--- src/hdl/rotate_right_defs.svh ---
// Constants shared by the rotate right datapath
`ifndef ROTATE_RIGHT_DEFS_SVH
`define ROTATE_RIGHT_DEFS_SVH
`define ROT_DATA_W      8
`define ROT_MSB         7
`define ROT_WREG_RESET  8'h00
`define ROT_CARRY_RESET 1'b0
`define ROT_MEM_DEPTH   64
`define ROT_ADDR_W      6
`endif

--- src/hdl/rotate_right_pkg.sv ---
// Types shared by the rotate right datapath
`default_nettype none
`include "rotate_right_defs.svh"
package rotate_right_pkg;
    typedef logic [`ROT_DATA_W-1:0] byte_t;
    typedef logic [`ROT_ADDR_W-1:0] addr_t;
    typedef enum logic [1:0]
    {
        OP_NONE,
        OP_ROTATE_RIGHT_TO_WORK_REG,
        OP_ROTATE_RIGHT_THROUGH_CARRY,
        OP_ROTATE_CARRY_INTO_WORK_REG
    } rot_op_e;
endpackage : rotate_right_pkg
`default_nettype wire

--- src/hdl/data_memory.sv ---
// Small data memory with registered read data
`timescale 1ns/10ps
`default_nettype none
`include "rotate_right_defs.svh"
module data_memory
#(
    parameter int DEPTH = `ROT_MEM_DEPTH,
    parameter int AW    = `ROT_ADDR_W,
    parameter int DW    = `ROT_DATA_W
)
(
    input  wire logic          clk,
    input  wire logic [AW-1:0] rd_addr,
    output var  logic [DW-1:0] rd_data,
    input  wire logic          wr_en,
    input  wire logic [AW-1:0] wr_addr,
    input  wire logic [DW-1:0] wr_data
);
    logic [DW-1:0] mem [DEPTH];

    // Write port and registered read port
    always_ff @(posedge clk)
    begin
        if (wr_en)
        begin
            mem[wr_addr] <= wr_data;
        end
        rd_data <= mem[rd_addr];
    end
endmodule : data_memory
`default_nettype wire

--- src/hdl/rotate_right_unit.sv ---
// Rotate right datapath slice with working register and carry flag
// Timing: op_valid with op and addr in cycle 0 starts a read; in cycle 1 the
// memory byte is available and the result is committed at the end of it.
// A new op is accepted only when busy is low.
`timescale 1ns/10ps
`default_nettype none
`include "rotate_right_defs.svh"
module rotate_right_unit
(
    input  wire logic                     clk,
    input  wire logic                     rst_n,
    input  wire logic                     op_valid,
    input  wire rotate_right_pkg::rot_op_e op,
    input  wire rotate_right_pkg::addr_t  addr,
    output logic                          busy,
    output logic                          done,
    output rotate_right_pkg::byte_t       working_register,
    output logic                          carry,
    input  wire logic                     mem_load,
    input  wire rotate_right_pkg::addr_t  mem_load_addr,
    input  wire rotate_right_pkg::byte_t  mem_load_data,
    output logic                          mem_written
);
    import rotate_right_pkg::*;

    typedef enum logic
    {
        ST_IDLE,
        ST_EXEC
    } state_e;

    state_e  state;
    state_e  next_state;
    rot_op_e cur_op;
    rot_op_e next_cur_op;
    addr_t   cur_addr;
    addr_t   next_cur_addr;
    byte_t   next_working_register;
    logic    next_carry;
    logic    next_done;
    logic    next_mem_written;
    byte_t   mem_rdata;
    byte_t   plain_rot;
    byte_t   carry_rot;
    logic    mem_we;
    addr_t   mem_waddr;
    byte_t   mem_wdata;

    // Rotations of the fetched byte
    assign plain_rot = {mem_rdata[0], mem_rdata[`ROT_MSB:1]};
    assign carry_rot = {carry, mem_rdata[`ROT_MSB:1]};

    // Memory write only for the memory destination form; loads otherwise
    always_comb
    begin
        mem_we    = mem_load;
        mem_waddr = mem_load_addr;
        mem_wdata = mem_load_data;
        if (state == ST_EXEC && cur_op == OP_ROTATE_RIGHT_THROUGH_CARRY)
        begin
            mem_we    = 1'b1;
            mem_waddr = cur_addr;
            mem_wdata = carry_rot;
        end
    end

    data_memory #(
        .DEPTH (`ROT_MEM_DEPTH),
        .AW    (`ROT_ADDR_W),
        .DW    (`ROT_DATA_W)
    ) u_mem (
        .clk     (clk),
        .rd_addr (addr),
        .rd_data (mem_rdata),
        .wr_en   (mem_we),
        .wr_addr (mem_waddr),
        .wr_data (mem_wdata)
    );

    assign busy = (state == ST_EXEC);

    // Next state of the sequencer and architectural state
    always_comb
    begin
        next_state            = state;
        next_cur_op           = cur_op;
        next_cur_addr         = cur_addr;
        next_working_register = working_register;
        next_carry            = carry;
        next_done             = 1'b0;
        next_mem_written      = 1'b0;
        unique case (state)
            ST_IDLE:
            begin
                if (op_valid && op != OP_NONE)
                begin
                    next_state    = ST_EXEC;
                    next_cur_op   = op;
                    next_cur_addr = addr;
                end
            end
            ST_EXEC:
            begin
                next_state = ST_IDLE;
                next_done  = 1'b1;
                unique case (cur_op)
                    OP_ROTATE_RIGHT_TO_WORK_REG:
                    begin
                        next_working_register = plain_rot;
                    end
                    OP_ROTATE_RIGHT_THROUGH_CARRY:
                    begin
                        next_carry       = mem_rdata[0];
                        next_mem_written = 1'b1;
                    end
                    OP_ROTATE_CARRY_INTO_WORK_REG:
                    begin
                        next_working_register = carry_rot;
                        next_carry            = mem_rdata[0];
                    end
                    default:
                    begin
                        next_done = 1'b0;
                    end
                endcase
            end
        endcase
    end

    // State registers
    always_ff @(posedge clk or negedge rst_n)
    begin
        if (!rst_n)
        begin
            state            <= ST_IDLE;
            cur_op           <= OP_NONE;
            cur_addr         <= '0;
            working_register <= `ROT_WREG_RESET;
            carry            <= `ROT_CARRY_RESET;
            done             <= 1'b0;
            mem_written      <= 1'b0;
        end
        else
        begin
            state            <= next_state;
            cur_op           <= next_cur_op;
            cur_addr         <= next_cur_addr;
            working_register <= next_working_register;
            carry            <= next_carry;
            done             <= next_done;
            mem_written      <= next_mem_written;
        end
    end
endmodule : rotate_right_unit
`default_nettype wire

--- config.mk ---
export PLATFORM = sky130hd
export DESIGN_NAME = rotate_right_unit
export DESIGN_NICKNAME = d
export VERILOG_FILES = /design/src/hdl/rotate_right_pkg.sv /design/src/hdl/data_memory.sv /design/src/hdl/rotate_right_unit.sv
export VERILOG_INCLUDE_DIRS = /design/src /design/src/hdl
export SDC_FILE = /design/constraint.sdc
export NUM_CORES = 1
export LEC_CHECK = 0
export ABC_AREA = 1
export CAP_MARGIN = 20
export CORE_MARGIN = 5
export CORE_UTILIZATION = 58
export DETAILED_ROUTE_END_ITERATION = 6
export DONT_BUFFER_PORTS = 1
export GPL_ROUTABILITY_DRIVEN = 0
export PLACE_DENSITY = 0.78
export SLEW_MARGIN = 0
export SYNTH_ARGS = -nofsm -noshare
export SYNTH_HDL_FRONTEND = slang
export SYNTH_SLANG_ARGS = --single-unit
--- constraint.sdc ---
create_clock -name clk -period 5.2 [get_ports clk]
set_input_delay 0.52 -clock clk [delete_from_list [all_inputs] [get_ports clk]]
set_output_delay 0.52 -clock clk [all_outputs]
set_load 0.01 [all_outputs]
### After elaboration in Yosys (flattened, before gate mapping)

Memories as Yosys holds them, arrays and structs flattened. A register that Yosys moved wholly into a read port is not among the register bits.
Index checks and enable logic that the tools add are counted.

* register bits after elaboration: 20
* memory bits (writable): 512
* logic and storage cells: 33
* memories: 1

Memory list
* u_mem.mem: words 64, width 8, read ports 1, clocked after memory_dff 1, wr ports 1, line data_memory.sv:19 `logic [DW-1:0] mem [DEPTH];`

* equal/unequal tests: 3
* muxes and demuxes: 12
* bitwise gates (word level): 1
* reductions and logical operators: 9

Operators by type and width (number)
* $pmux 8 s2: 1
* $mux 1: 8
* $mux 8: 1
* $mux 6: 1
* $reduce_and 2->1: 3
* $eq 2x2->1 const B: 2
* $reduce_bool 2->1: 2
* $reduce_or 3->1: 1
* $eq 2x1->1 const B: 1
* $logic_and 1x1->1: 2
* $pmux 1 s2: 1
* $reduce_or 2->1: 1
* $not 1->1: 1

### Longest topological paths before layout

Gate-level depths: netlist (run 1).

* depth in word-level cells: 5
* gate-level depth with buffers: 12

### By module

From an unflattened synthesis (run 1), not the netlist that was laid out.

* cells, all modules: 1932
* area, all modules: 22293.9 um^2

By module, submodules not included
* data_memory: instances 1, cells an instance 1805, area each 21339.2 um^2, sequential area each 15534.9 um^2
* rotate_right_unit: instances 1, cells an instance 127, area each 954.7 um^2, sequential area each 500.5 um^2

### Least setup slack after synthesis (run 1)

No wires, ideal clock.

* kind: register to register
* start: reg state (netlist: busy)
* end: mem u_mem.mem[0][0] (netlist name), data pin
* setup time: 0.702 ns
* data arrival time: 3.631 ns
* data required time: 4.498 ns
* setup slack: 0.867 ns
* stages on the path, launching flop included: 7
* buffers on the path: 2
* cells stage by stage: dfrtp_1 nand2_2 nor2_4 inv_2 buf_6 clkbuf_1 o21ai_0

* word-level cells in the longest chain between the ends: 2

RTL lines
* start, declared: line rotate_right_unit.sv:32 `state_e state;`
* start signal, assigned: line rotate_right_unit.sv:145 `state <= next_state;`
* $logic_and 1x1->1: line rotate_right_unit.sv:59 `if (state == ST_EXEC && cur_op == OP_ROTATE_RIGHT_THROUGH_CARRY)`
* $mux 8: line rotate_right_unit.sv:59
* via mem_wdata[0]: line rotate_right_unit.sv:47 `byte_t mem_wdata;`
* end, declared: line data_memory.sv:19

The timed path passes the listed nets, and every way through them passes these cells.

### Worst setup path in the final report (run 1)

* start: reg state (netlist: busy)
* end: mem u_mem.mem[2][6] (netlist name), enable pin

* word-level cells in the longest chain between the ends: 4
* elaborated cells on any way between the ends: 5
* those cells by class: mux (4); reduce/logical (1)

RTL lines
* $logic_and 1x1->1 *: line rotate_right_unit.sv:59
* $mux 1: line rotate_right_unit.sv:59
* $mux 1: line data_memory.sv:24 `if (wr_en)`
* $mux 1 (not written as such): line data_memory.sv:26 `mem[wr_addr] <= wr_data;`

Every way passes the cells marked *; elsewhere a longest branch is shown, timed or not.

==> flow_summary.rst, run 1 <==
.. list-table::
   :header-rows: 1

   * - Metric
     - Value
   * - Proportion of synthesized flip-flops having asynchronous set or reset
     - approximately 3.7%
   * - Clock Latency Late Sink
     - 0.56 ns
   * - R2R depth
     - 8
   * - Setup bufs post-CTS
     - 0
   * - Maximum vdd ir drop
     - 0.219 mV
   * - Bufs on Longest Clock Path
     - 3
   * - Height of the die
     - between 200 and 250 um
   * - Combined global-route utilization of all metal layers
     - between 20% and 30%
   * - Post-route clock skew
     - about 0.015 ns
   * - Number of primary I/O pins
     - 38
   * - Final-report hold violation count
     - 0
   * - Overflow left after global routing
     - 0
   * - Maximum clock rate
     - between 0.2 and 0.3 GHz
   * - RSZ-0062 raised after global routing
     - no
   * - Antenna violations before repair
     - 0
   * - Most instantiated library cell after synthesis
     - nand2_1
   * - Starting DRT DRC Count
     - about 1,800
   * - Die area
     - around 42,000 um^2
   * - Total Nets Final
     - between 1,500 and 2,000
   * - Instance count along the most critical hold path
     - 2
   * - Shortest clock period the worst path allows after layout
     - roughly 3.4 ns
   * - Critical path capture point type
     - register
   * - DR vias
     - 14,500
   * - Max-Cap Viols
     - 0
   * - Total CTS buffers
     - a little over 50
   * - HPWL after detailed placement
     - 29.6 mm
   * - Area of the placeable core
     - approximately 37,000 um^2
   * - Arrival time reported for the critical path endpoint
     - 3.62 ns
   * - Final Instance Area
     - between 20,000 and 25,000 um^2
   * - Register area share after synthesis
     - between 70% and 80%
   * - Dominant cell type by area after synthesis
     - edfxtp_1
   * - Count of endpoints failing setup in the final report
     - 0
   * - Slew of the pin with the lowest slew margin
     - roughly 1.1 ns
   * - Clock sinks
     - 540
   * - Netlist cell types
     - 27
   * - Overall die width
     - 205 um
   * - Fin crit share
     - about two thirds
   * - Critical setup path kind
     - reg2reg
   * - Post-synthesis cell area
     - roughly 22,000 um^2
   * - Clk Tree Root Cell
     - clkbuf_16
   * - First-pass GRT wire length
     - roughly 80 mm
   * - Average via count per standard cell
     - 5.94
   * - Setup TNS
     - 0 ns
   * - Count of final max-slew check failures
     - 0
   * - Area contributors post-synth
     - edfxtp_1 70%, nand2_1 12%, nand3_1 10%
   * - TritonCTS clock tree
     - yes
   * - Most used flip-flop cell after synthesis
     - edfxtp_1
   * - HP Class
     - in2reg
   * - Layout cells sized above 1
     - about 6.1%
   * - Total power density per cell area
     - 380 nW/um^2
   * - Placed inst area
     - 22,400 um^2
   * - Cell count after synthesis
     - around 1,900
   * - Largest fanout on the critical path
     - 21
   * - Power, Total
     - 0.00914 W
   * - Post-placement cell count
     - approximately 2,300
   * - Pin count of the biggest net entering global routing
     - 259
   * - Syn_area_per_cell
     - roughly 11 um^2
   * - Wirelength, routed
     - just over 50 mm
   * - DRC violations left
     - 0
   * - Share of the synthesized area in the top cell type
     - roughly 70%
   * - Total of buffers placed on input and output ports
     - 0
   * - Number of standard cells in the layout, taps in and fillers out
     - ~2,400
   * - Top cell types by occurrence after synthesis
     - 688 x nand2_1, 512 x edfxtp_1, 443 x nand3_1
   * - Number of enable flip-flop cells after synthesis
     - 512
   * - Flops & latches, synth
     - 540
   * - Clock transition time at the flip-flop clock pins of the worst setup and hold paths
     - roughly 0.060 ns
   * - Area overhead of the layout relative to synthesis
     - 9.34%
   * - Number of nets produced by synthesis
     - around 2,000
   * - Via count of the first global-routing pass
     - approximately 14,000
   * - Worst EP required
     - roughly 5.4 ns
   * - Pleak
     - around 8.7 nW
   * - Remaining antenna violation count
     - 0
   * - Run status
     - complete, no violations
   * - Critical Path Source Type
     - register
   * - Number of antenna cells inserted
     - 0
   * - Synthesis warning total
     - 0
   * - Count of H-tree levels built during CTS
     - 2
   * - Starting Density
     - between 50% and 60%
   * - DR WL/cell
     - 21.2 um
   * - Headroom to the max-slew limit
     - a little over a quarter
   * - Number of rows created at floorplan
     - between 70 and 80
   * - Drt first pass iters
     - 6
## registers in the layout, indices dropped and copies added, names as in the netlist
register and count:
cur_addr 6, u_mem.mem 512, cur_op 2, mem_written 1, done 1, carry 1, working_register 8, busy 1
u_mem.rd_data 8
## layer usage
metal / global-route usage [%] / share of wire, % / wire, um
met5: 0 / 0 / 0
met4: 9.50 / 3.8 / 1980
met3: 4.38 / 10 / 5340
met2: 39.3 / 47 / 24300
met1: 33.9 / 39 / 20000
## what timing repair did
| item | in CTS | in global routing |
|---|---|---|
| endpoints found under the hold margin | 20 | 0 |
| endpoints found under the setup margin | 0 | 0 |
| gates resized for setup | 0 | 0 |
| hold buffers | 1 | 0 |
## worst paths after layout
path,start,endpoint,slack (ns)
setup / recovery,busy$_DFF_PN0_,u_mem.mem[2][6]$_DFFE_PP_,1.77
max in group asynchronous,rst_n,cur_addr[0]$_DFFE_PN0P_,4.15
hold / removal,op[0],cur_op[0]$_DFFE_PN0P_,0.09
min in group asynchronous,rst_n,working_register[4]$_DFFE_PN0P_,0.51
hold reg to reg,u_mem.rd_data[0]$_DFF_P_,carry$_DFFE_PN0P_,0.53
setup reg to reg,busy$_DFF_PN0_,u_mem.mem[2][6]$_DFFE_PP_,1.77
## cell type report
| cell class | instances | area (um^2) |
|---|---|---|
| clock buffer | 71 | 1390 |
| inverter | 29 | 115 |
| multi-input combinational | 1243 | 5460 |
| timing repair buffer | 17 | 183 |
| fill | 2717 | 13500 |
| clock inverter | 24 | 196 |
| sequential | 540 | 16000 |
| tap | 511 | 639 |
## cells by family after synthesis
| logic type | count (synthesis) | synth area share, % |
|---|---|---|
| multiplexers | 2 | 0.0968 |
| flip-flops | 540 | 73.0 |
| buffers and inverters | 143 | 2.53 |
| AO/OA/AOI/OAI | 29 | 0.820 |
| AND/OR/NAND/NOR | 1212 | 23.6 |
## power breakdown
group | switching (W) | internal [W] | leakage, nW | total (W)
registers | 0.0000499 | 0.00490 | 4.93 | 0.00495
clock network | 0.00151 | 0.00202 | 0.788 | 0.00353
logic | 0.000496 | 0.000155 | 2.94 | 0.000651
## worst max-delay path: stages (launching register included)
cell and delay, ns:
dfrtp_1 0.47, nand2_2 0.12, nor2_4 0.23, inv_2 0.29
nand2_1 0.20, o21ai_4 0.12, inv_1 0.15, nand4_1 0.67
nor2_1 0.80
## cells in the final DEF, fill, tap and decap left out
| cell type | count |
|---|---|
| nand2_4 | 1 |
| nor2_1 | 68 |
| o21a_1 | 1 |
| a21oi_1 | 1 |
| inv_1 | 23 |
| or2_2 | 1 |
| nand3_1 | 443 |
| bufinv_16 | 3 |
| dfxtp_1 | 8 |
| edfxtp_1 | 512 |
| clkbuf_1 | 18 |
| clkinv_4 | 1 |
| mux2_2 | 1 |
| nand4_2 | 2 |
| clkbuf_16 | 53 |
| buf_16 | 2 |
| nor2_4 | 4 |
| o31ai_1 | 1 |
| buf_4 | 13 |
| inv_6 | 2 |
| dfrtp_1 | 20 |
| inv_2 | 3 |
| dlygate4sd3_1 | 1 |
| nand2_1 | 687 |
| clkinv_1 | 6 |
| clkinv_2 | 15 |
| o21ai_2 | 2 |
| nand4_1 | 2 |
| nand2_2 | 4 |
| buf_12 | 1 |
| o21ai_0 | 15 |
| mux2i_1 | 1 |
| o21ai_4 | 9 |
## stage by stage
stage | utilization (%) | hold slack (ns) | setup WS [ns]
after floorplan | - | 0.224 | 0.867
after detailed placement | 59.7 | 0.225 | 1.81
after CTS | 63.9 | 0.0656 | 1.81
final | 64.1 | 0.0854 | 1.77
after global routing | 64.1 | 0.0826 | 1.63
after global placement | 59.7 | 0.225 | 1.89
Power figures use the tool's default switching activity.
==> inputs of run 2 (changes only) <==
--- a/config.mk
+++ b/config.mk
@@ -9,11 +9,11 @@
 export ABC_AREA = 1
 export CAP_MARGIN = 20
 export CORE_MARGIN = 5
-export CORE_UTILIZATION = 58
+export CORE_UTILIZATION = 57
 export DETAILED_ROUTE_END_ITERATION = 6
 export DONT_BUFFER_PORTS = 1
 export GPL_ROUTABILITY_DRIVEN = 0
-export PLACE_DENSITY = 0.78
+export PLACE_DENSITY = 0.79
 export SLEW_MARGIN = 0
 export SYNTH_ARGS = -nofsm -noshare
 export SYNTH_HDL_FRONTEND = slang
==> constraint.sdc (replaced) <==
create_clock -name clk -period 3.1 [get_ports clk]
set_input_delay 0.31 -clock clk [delete_from_list [all_inputs] [get_ports clk]]
set_output_delay 0.31 -clock clk [all_outputs]
set_load 0.01 [all_outputs]
==> flow_summary.rst, run 2 (synthesis results as in run 1) <==
.. list-table::
   :header-rows: 1

   * - Metric
     - Value
   * - Area of the placeable core
     - 38,400 um^2
   * - PnR worst setup slack
     - about 0.24 ns
   * - Average via count per standard cell
     - between 5 and 6
   * - Number of standard cells in the layout, taps in and fillers out
     - ~2,500
   * - Run status
     - complete, no violations
   * - Cell Chain, Critical Path
     - nand2_2, nor2_4, inv_2, nand2_1, o21ai_4, inv_1, nand4_1, buf_4, nor2_1
   * - Largest fanout on the critical path
     - 9
   * - Fin Hold WS
     - about 0.025 ns
   * - Clk Tree Root Cell
     - clkbuf_16
   * - Reg area
     - between 15,000 and 20,000 um^2
   * - Total of buffers placed on input and output ports
     - 0
   * - Drt first pass iters
     - 6
   * - Count of final max-slew check failures
     - 0
   * - Pre-CTS setup slack
     - 0.358 ns
   * - Minimum setup slack among reg-to-reg paths
     - roughly 0.24 ns
   * - Count of H-tree levels built during CTS
     - 2
   * - RSZ-0062 raised after global routing
     - no
   * - Total Nets Final
     - 1,987
   * - Count of endpoints failing setup in the final report
     - 0
   * - Via count of the first global-routing pass
     - approximately 14,000
   * - Leading registers by flop count
     - u_mem.mem x512, u_mem.rd_data x8, working_register x8
   * - DR WL/cell
     - roughly 21 um
   * - TritonCTS clock tree
     - yes
   * - Area overhead of the layout relative to synthesis
     - 12.7%
   * - Pleak
     - roughly 9 nW
   * - Remaining antenna violation count
     - 0
   * - Critical Path Source Type
     - register
   * - Clock sinks
     - 540
   * - Count of buffering cells on the critical path with inverters included
     - 3
   * - DRC violations left
     - 0
   * - Post-route clock skew
     - 0.0218 ns
   * - Final-report hold violation count
     - 0
   * - Worst EP required
     - 3.31 ns
   * - Overall die width
     - between 200 and 250 um
   * - Critical setup path kind
     - reg2reg
   * - Slowest cell on the critical path
     - nor2_1
   * - Worst min-delay path startpoint
     - addr[5]
   * - Most used cells in the layout excluding fill and tap cells
     - 687 x nand2_1, 512 x edfxtp_1, 443 x nand3_1
   * - Register with the highest flop count
     - u_mem.mem
   * - DR vias
     - between 15,000 and 20,000
   * - Wirelength, routed
     - between 50 and 60 mm
   * - Antenna violations before repair
     - 0
   * - Arrival time reported for the critical path endpoint
     - ~3.1 ns
   * - Post-placement cell count
     - around 2,400
   * - Fin crit share
     - slightly above 90%
   * - Number of primary I/O pins
     - 38
   * - Max-Cap Viols
     - 0
   * - Worst reg2reg path startpoint
     - busy$_DFF_PN0_
   * - HPWL after detailed placement
     - ~32 mm
   * - Critical path capture point type
     - register
   * - Number of resized instances in the post-cts repair step
     - 0
   * - First-pass GRT wire length
     - between 80 and 90 mm
   * - Clock Latency Late Sink
     - 0.60 ns
   * - Height of the die
     - ~210 um
   * - Most common cell after layout, fill and taps aside
     - nand2_1
   * - Bufs on Longest Clock Path
     - 3
   * - Shortest clock period the worst path allows after layout
     - between 2 and 3 ns
   * - Total power density per cell area
     - about 630 nW/um^2
   * - Number of flip-flops in the largest register
     - a little over 500
   * - Crit-path max cell delay
     - ~0.58 ns
   * - Slew of the pin with the lowest slew margin
     - slightly above 0.9 ns
   * - Reg-to-reg critical path endpoint
     - u_mem.mem[27][7]$_DFFE_PP_
   * - Category of cells accounting for the largest share of critical-path delay
     - simple AND/OR/NAND/NOR gates
   * - Starting Density
     - a little under three fifths
   * - Number of rows created at floorplan
     - about 70
   * - Maximum vdd ir drop
     - roughly 0.42 mV
   * - Total CTS buffers
     - 51
   * - HP Class
     - in2reg
   * - Layout cells sized above 1
     - under 10%
   * - Headroom to the max-slew limit
     - approximately two fifths
   * - Sink of the worst hold path
     - cur_addr[5]$_DFFE_PN0P_
   * - Die area
     - about 43,000 um^2
   * - Area of combinational cells with multiple inputs
     - between 5000 and 6000 um^2
   * - Starting DRT DRC Count
     - between 2,000 and 2,500
   * - Pin count of the biggest net entering global routing
     - about 260
   * - Power, Total
     - 0.0155 W
   * - Number of fill cells in the layout
     - about 2,700
   * - Overflow left after global routing
     - 0
   * - Instance count along the most critical hold path
     - 2
   * - Clock transition time at the flip-flop clock pins of the worst setup and hold paths
     - 0.06 ns
   * - Maximum clock rate
     - between 0.3 and 0.4 GHz
   * - R2R depth
     - 9
   * - Combined global-route utilization of all metal layers
     - about a quarter
[run 2: metrics by stage]
step	area (um^2)	utilization, %	setup TNS [ns]
after floorplan	22000	-	-71.76
after global placement	23000	60.1	0
after detailed placement	23000	60.1	0
after CTS	24700	64.5	0
after global routing	24700	64.5	0
final	24700	64.5	0
[run 2: layer usage]
layer / up-vias / global-route usage [%] / routed length (um)
li1: 6772 / - / -
met3: 127 / 5.49 / 6480
met2: 993 / 40.8 / 25400
met5: - / 0 / 0
met4: 0 / 9.08 / 1780
met1: 7132 / 34.4 / 20400
[run 2: worst max path at each step]
| stage | from | end | slack (ns) | cells past startpoint |
|---|---|---|---|---|
| after global placement | busy$_DFF_PN0_ | u_mem.mem[27][7]$_DFFE_PP_ | 0.45 | 9 |
| after global routing | busy$_DFF_PN0_ | u_mem.mem[46][4]$_DFFE_PP_ | 0.06 | 8 |
| final | busy$_DFF_PN0_ | u_mem.mem[27][7]$_DFFE_PP_ | 0.24 | 9 |
| after floorplan | busy$_DFF_PN0_ | u_mem.mem[0][0]$_DFFE_PP_ | -0.16 | 6 |
| after CTS | busy$_DFF_PN0_ | u_mem.mem[27][4]$_DFFE_PP_ | 0.29 | 9 |
| after detailed placement | busy$_DFF_PN0_ | u_mem.mem[27][7]$_DFFE_PP_ | 0.36 | 9 |
[run 2: layout make-up]
cell class | count | area share [%]
clock buffers | 66 | 5.47
clock inverters | 29 | 1.03
inverters | 29 | 0.465
well taps | 518 | 2.62
repair buffers | 96 | 3.56
diodes | 2 | 0.0202
flip-flops and latches | 540 | 64.8
multi-input cells | 1243 | 22.0
[run 2: report_power, final]
part	leakage, nW	switching, W	internal [W]
Clock	0.787	0.00260	0.00342
Sequential	4.93	0.0000901	0.00822
Combinational	3.38	0.000859	0.000313
[run 2: worst register-to-register path, cell delays in order (launching register included)]
cell	delay (ns)
dfrtp_1	0.45
nand2_2	0.13
nor2_4	0.28
inv_2	0.17
nand2_1	0.15
o21ai_4	0.12
inv_1	0.14
nand4_1	0.22
buf_4	0.24
nor2_1	0.58
[run 2: timing repair]
action                                 in CTS  in global routing
hold buffers                                9                  0
endpoints found under the hold margin      35                  0
setup buffers                               0                  0
==> inputs of run 3 (changes only) <==
--- a/config.mk
+++ b/config.mk
@@ -17,4 +17,5 @@
 export SLEW_MARGIN = 0
 export SYNTH_ARGS = -nofsm -noshare
 export SYNTH_HDL_FRONTEND = slang
+export SYNTH_HIERARCHICAL = 1
 export SYNTH_SLANG_ARGS = --single-unit
==> flow_summary.rst, run 3 <==
.. list-table::
   :header-rows: 1

   * - Metric
     - Value
   * - Run status
     - complete, no violations
   * - Number of enable flip-flop cells after synthesis
     - 512
   * - Post-route clock skew
     - 0.0122 ns
   * - Minimum setup slack among reg-to-reg paths
     - about 0.38 ns
   * - Placed inst area
     - roughly 23,000 um^2
   * - Count of final max-slew check failures
     - 0
   * - Overall die width
     - about 210 um
   * - Number of flip-flops in the largest register
     - 512
   * - Max-Cap Viols
     - 0
   * - Critical Path Source Type
     - register
   * - Share of the synthesized area in the top cell type
     - a little under 70%
   * - Final Instance Area
     - around 25,000 um^2
   * - Area contributors post-synth
     - edfxtp_1 69%, nand2_1 12%, nand3_1 10%
   * - Fin crit share
     - between 80 and 90%
   * - Most used flip-flop cell after synthesis
     - edfxtp_1
   * - Pleak
     - 9.18 nW
   * - Switching part of the total power
     - between 20% and 30%
   * - Largest fanout on the critical path
     - 8
   * - Slew of the pin with the lowest slew margin
     - about 1.1 ns
   * - Post-synthesis compound-gate area fraction
     - 0.359%
   * - Power, Total
     - approximately 0.015 W
   * - Most instantiated library cell after synthesis
     - nand2_1
   * - Netlist cell types
     - 21
   * - Total Nets Final
     - around 2,000
   * - Most used cells in the layout excluding fill and tap cells
     - 707 x nand2_1, 512 x edfxtp_1, 449 x nand3_1
   * - Post-synthesis cell area
     - roughly 22,000 um^2
   * - Most common cell after layout, fill and taps aside
     - nand2_1
   * - Synthesized-area fraction occupied by adder cells
     - 0%
   * - Drt first pass iters
     - 6
   * - Number of primary I/O pins
     - 38
   * - Register with the highest flop count
     - u_mem/mem
   * - Clock Latency Late Sink
     - about 0.57 ns
   * - Bufs on Longest Clock Path
     - 3
   * - Portion of total power attributed to sequential cells
     - around 54%
   * - HP Class
     - in2reg
   * - Worst reg2reg path startpoint
     - busy$_DFF_PN0_
   * - Flops & latches, synth
     - between 500 and 600
   * - Worst min-delay path startpoint
     - addr[4]
   * - Leading registers by flop count
     - u_mem/mem x512, u_mem/rd_data x8, working_register x8
   * - Sw Pwr
     - 0.00347 W
   * - Pint
     - 0.0120 W
   * - Combined global-route utilization of all metal layers
     - around a quarter
   * - Simple-gate share of the synthesized area
     - 23.5%
   * - Clk Tree Root Cell
     - clkbuf_16
   * - First-pass GRT wire length
     - 84.6 mm
   * - Remaining antenna violation count
     - 0
   * - Register area share after synthesis
     - a little under three quarters
   * - Number of nets produced by synthesis
     - slightly below 2,000
   * - Final-report hold violation count
     - 0
   * - Critical setup path kind
     - reg2reg
   * - Clock transition time at the flip-flop clock pins of the worst setup and hold paths
     - about 0.070 ns
   * - Die area
     - about 43,000 um^2
   * - Area share of xor/xnor cells in the synthesized design
     - 0%
   * - Critical path origin
     - busy$_DFF_PN0_
   * - Area overhead of the layout relative to synthesis
     - 11.0%
   * - DR vias
     - around 15,000
   * - Headroom to the max-slew limit
     - between 20% and 30%
   * - Worst EP required
     - ~3.4 ns
   * - Portion of netlist area occupied by mux cells
     - 0%
   * - Shortest clock period the worst path allows after layout
     - around 2.7 ns
   * - Synthesis warning total
     - 6
   * - Syn_area_per_cell
     - around 12 um^2
   * - Via count of the first global-routing pass
     - 14,700
   * - RSZ-0062 raised after global routing
     - no
   * - Height of the die
     - 208 um
   * - Arrival time reported for the critical path endpoint
     - between 2 and 3 ns
   * - Starting Density
     - 57.7%
   * - Combinational family with the most area after synthesis
     - simple AND/OR/NAND/NOR gates
   * - DR WL/cell
     - approximately 22 um
   * - TritonCTS clock tree
     - yes
   * - Total of buffers placed on input and output ports
     - 0
   * - Starting DRT DRC Count
     - just over 2,000
   * - Wirelength, routed
     - 54.7 mm
   * - Average via count per standard cell
     - around 6.0
   * - DRC violations left
     - 0
   * - Clock sinks
     - between 500 and 600
   * - Dominant cell type by area after synthesis
     - edfxtp_1
   * - Pin count of the biggest net entering global routing
     - between 200 and 300
   * - Clock network fraction of design power
     - 38.8%
   * - Maximum vdd ir drop
     - approximately 0.42 mV
   * - Count of H-tree levels built during CTS
     - 2
   * - Total CTS buffers
     - 49
   * - HPWL after detailed placement
     - roughly 31 mm
   * - R2R depth
     - 7
   * - Number of resized instances in the post-cts repair step
     - 0
   * - Count of endpoints failing setup in the final report
     - 0
   * - Top cell types by occurrence after synthesis
     - 707 x nand2_1, 512 x edfxtp_1, 449 x nand3_1
   * - Total power density per cell area
     - between 600 and 700 nW/um^2
   * - Layout cells sized above 1
     - between 8 and 9%
   * - Proportion of synthesized flip-flops having asynchronous set or reset
     - 3.70%
   * - Final core utilization
     - approximately 64%
   * - Antenna violations before repair
     - 0
   * - Overflow left after global routing
     - 0
   * - Area of the placeable core
     - 38,600 um^2
   * - Part of the power in combinational logic
     - ~7.5%
   * - Reg-to-reg critical path endpoint
     - u_mem/mem[4][5]$_DFFE_PP_
   * - Number of rows created at floorplan
     - between 70 and 80
   * - Maximum clock rate
     - between 0.3 and 0.4 GHz
   * - Cell count after synthesis
     - 1,932
   * - Critical path capture point type
     - register
   * - End of the critical path
     - u_mem/mem[4][5]$_DFFE_PP_
run 3: worst min-delay path by stage:
stage,endpoint,cells after the start
detailed placement,working_register[2]$_DFFE_PN0P_,0
finish,u_mem/rd_data[0]$_DFF_P_,3
global route,u_mem/rd_data[0]$_DFF_P_,3
floorplan,busy$_DFF_PN0_,0
CTS,u_mem/rd_data[0]$_DFF_P_,3
global placement,working_register[1]$_DFFE_PN0P_,0
run 3: cell type report:
class	instances	area, um^2
diodes	1	2.50
clock buffers	63	1370
clock inverters	27	234
fillers	2689	13900
inverters	27	108
multi-input cells	1249	5410
flip-flops and latches	540	16000
well taps	518	648
repair buffers	101	943
run 3: through the flow:
stage / cells / worst slack, ns / hold WS [ns] / setup TNS (ns)
6_report: 2526 / 0.382 / 0.0374 / 0
5_1_grt: 2525 / 0.229 / 0.0569 / 0
4_1_cts: 2525 / 0.436 / 0.0156 / 0
3_5_place_dp: 2426 / 0.445 / 0.0149 / 0
3_3_place_gp: 2426 / 0.620 / 0.0148 / 0
2_1_floorplan: 1932 / -0.902 / 0.0144 / -461.77
run 3: metal layers:
metal / track usage (%) / vias up / share of wire, %
li1: - / 6811 / -
met1: 34.1 / 7193 / 38
met2: 39.6 / 1017 / 46
met3: 5.80 / 184 / 12
met4: 9.63 / 0 / 4.4
met5: 0 / - / 0
run 3: repair_timing:
item / CTS / global route
buffers inserted: 0 / 0
endpoints found under the hold margin: 36 / 0
hold buffers: 9 / 0
run 3: kinds of logic (layout without fill, tap and decap cells):
logic type,after synthesis,after routing
other cells,0,1
simple gates,1233,1233
buf+inv,143,218
compound gates,16,16
flops,540,540
run 3: power by group through the flow:
stage                     sequential [W]  clock, W  combinational, W
after global placement           0.00844         0           0.00106
after floorplan                  0.00846         0          0.000753
final                            0.00829   0.00598           0.00115
after CTS                        0.00829   0.00604           0.00112
after global routing             0.00830   0.00636           0.00124
after detailed placement         0.00844         0           0.00109
run 3: worst max-delay path, stage by stage (launching register included):
cell     delay (ns)
dfrtp_1        0.50
nand3_1        0.33
nand2_1        0.17
nand2_1        0.15
inv_1          0.15
nand3_1        0.44
nor2_1         0.44
buf_4          0.25
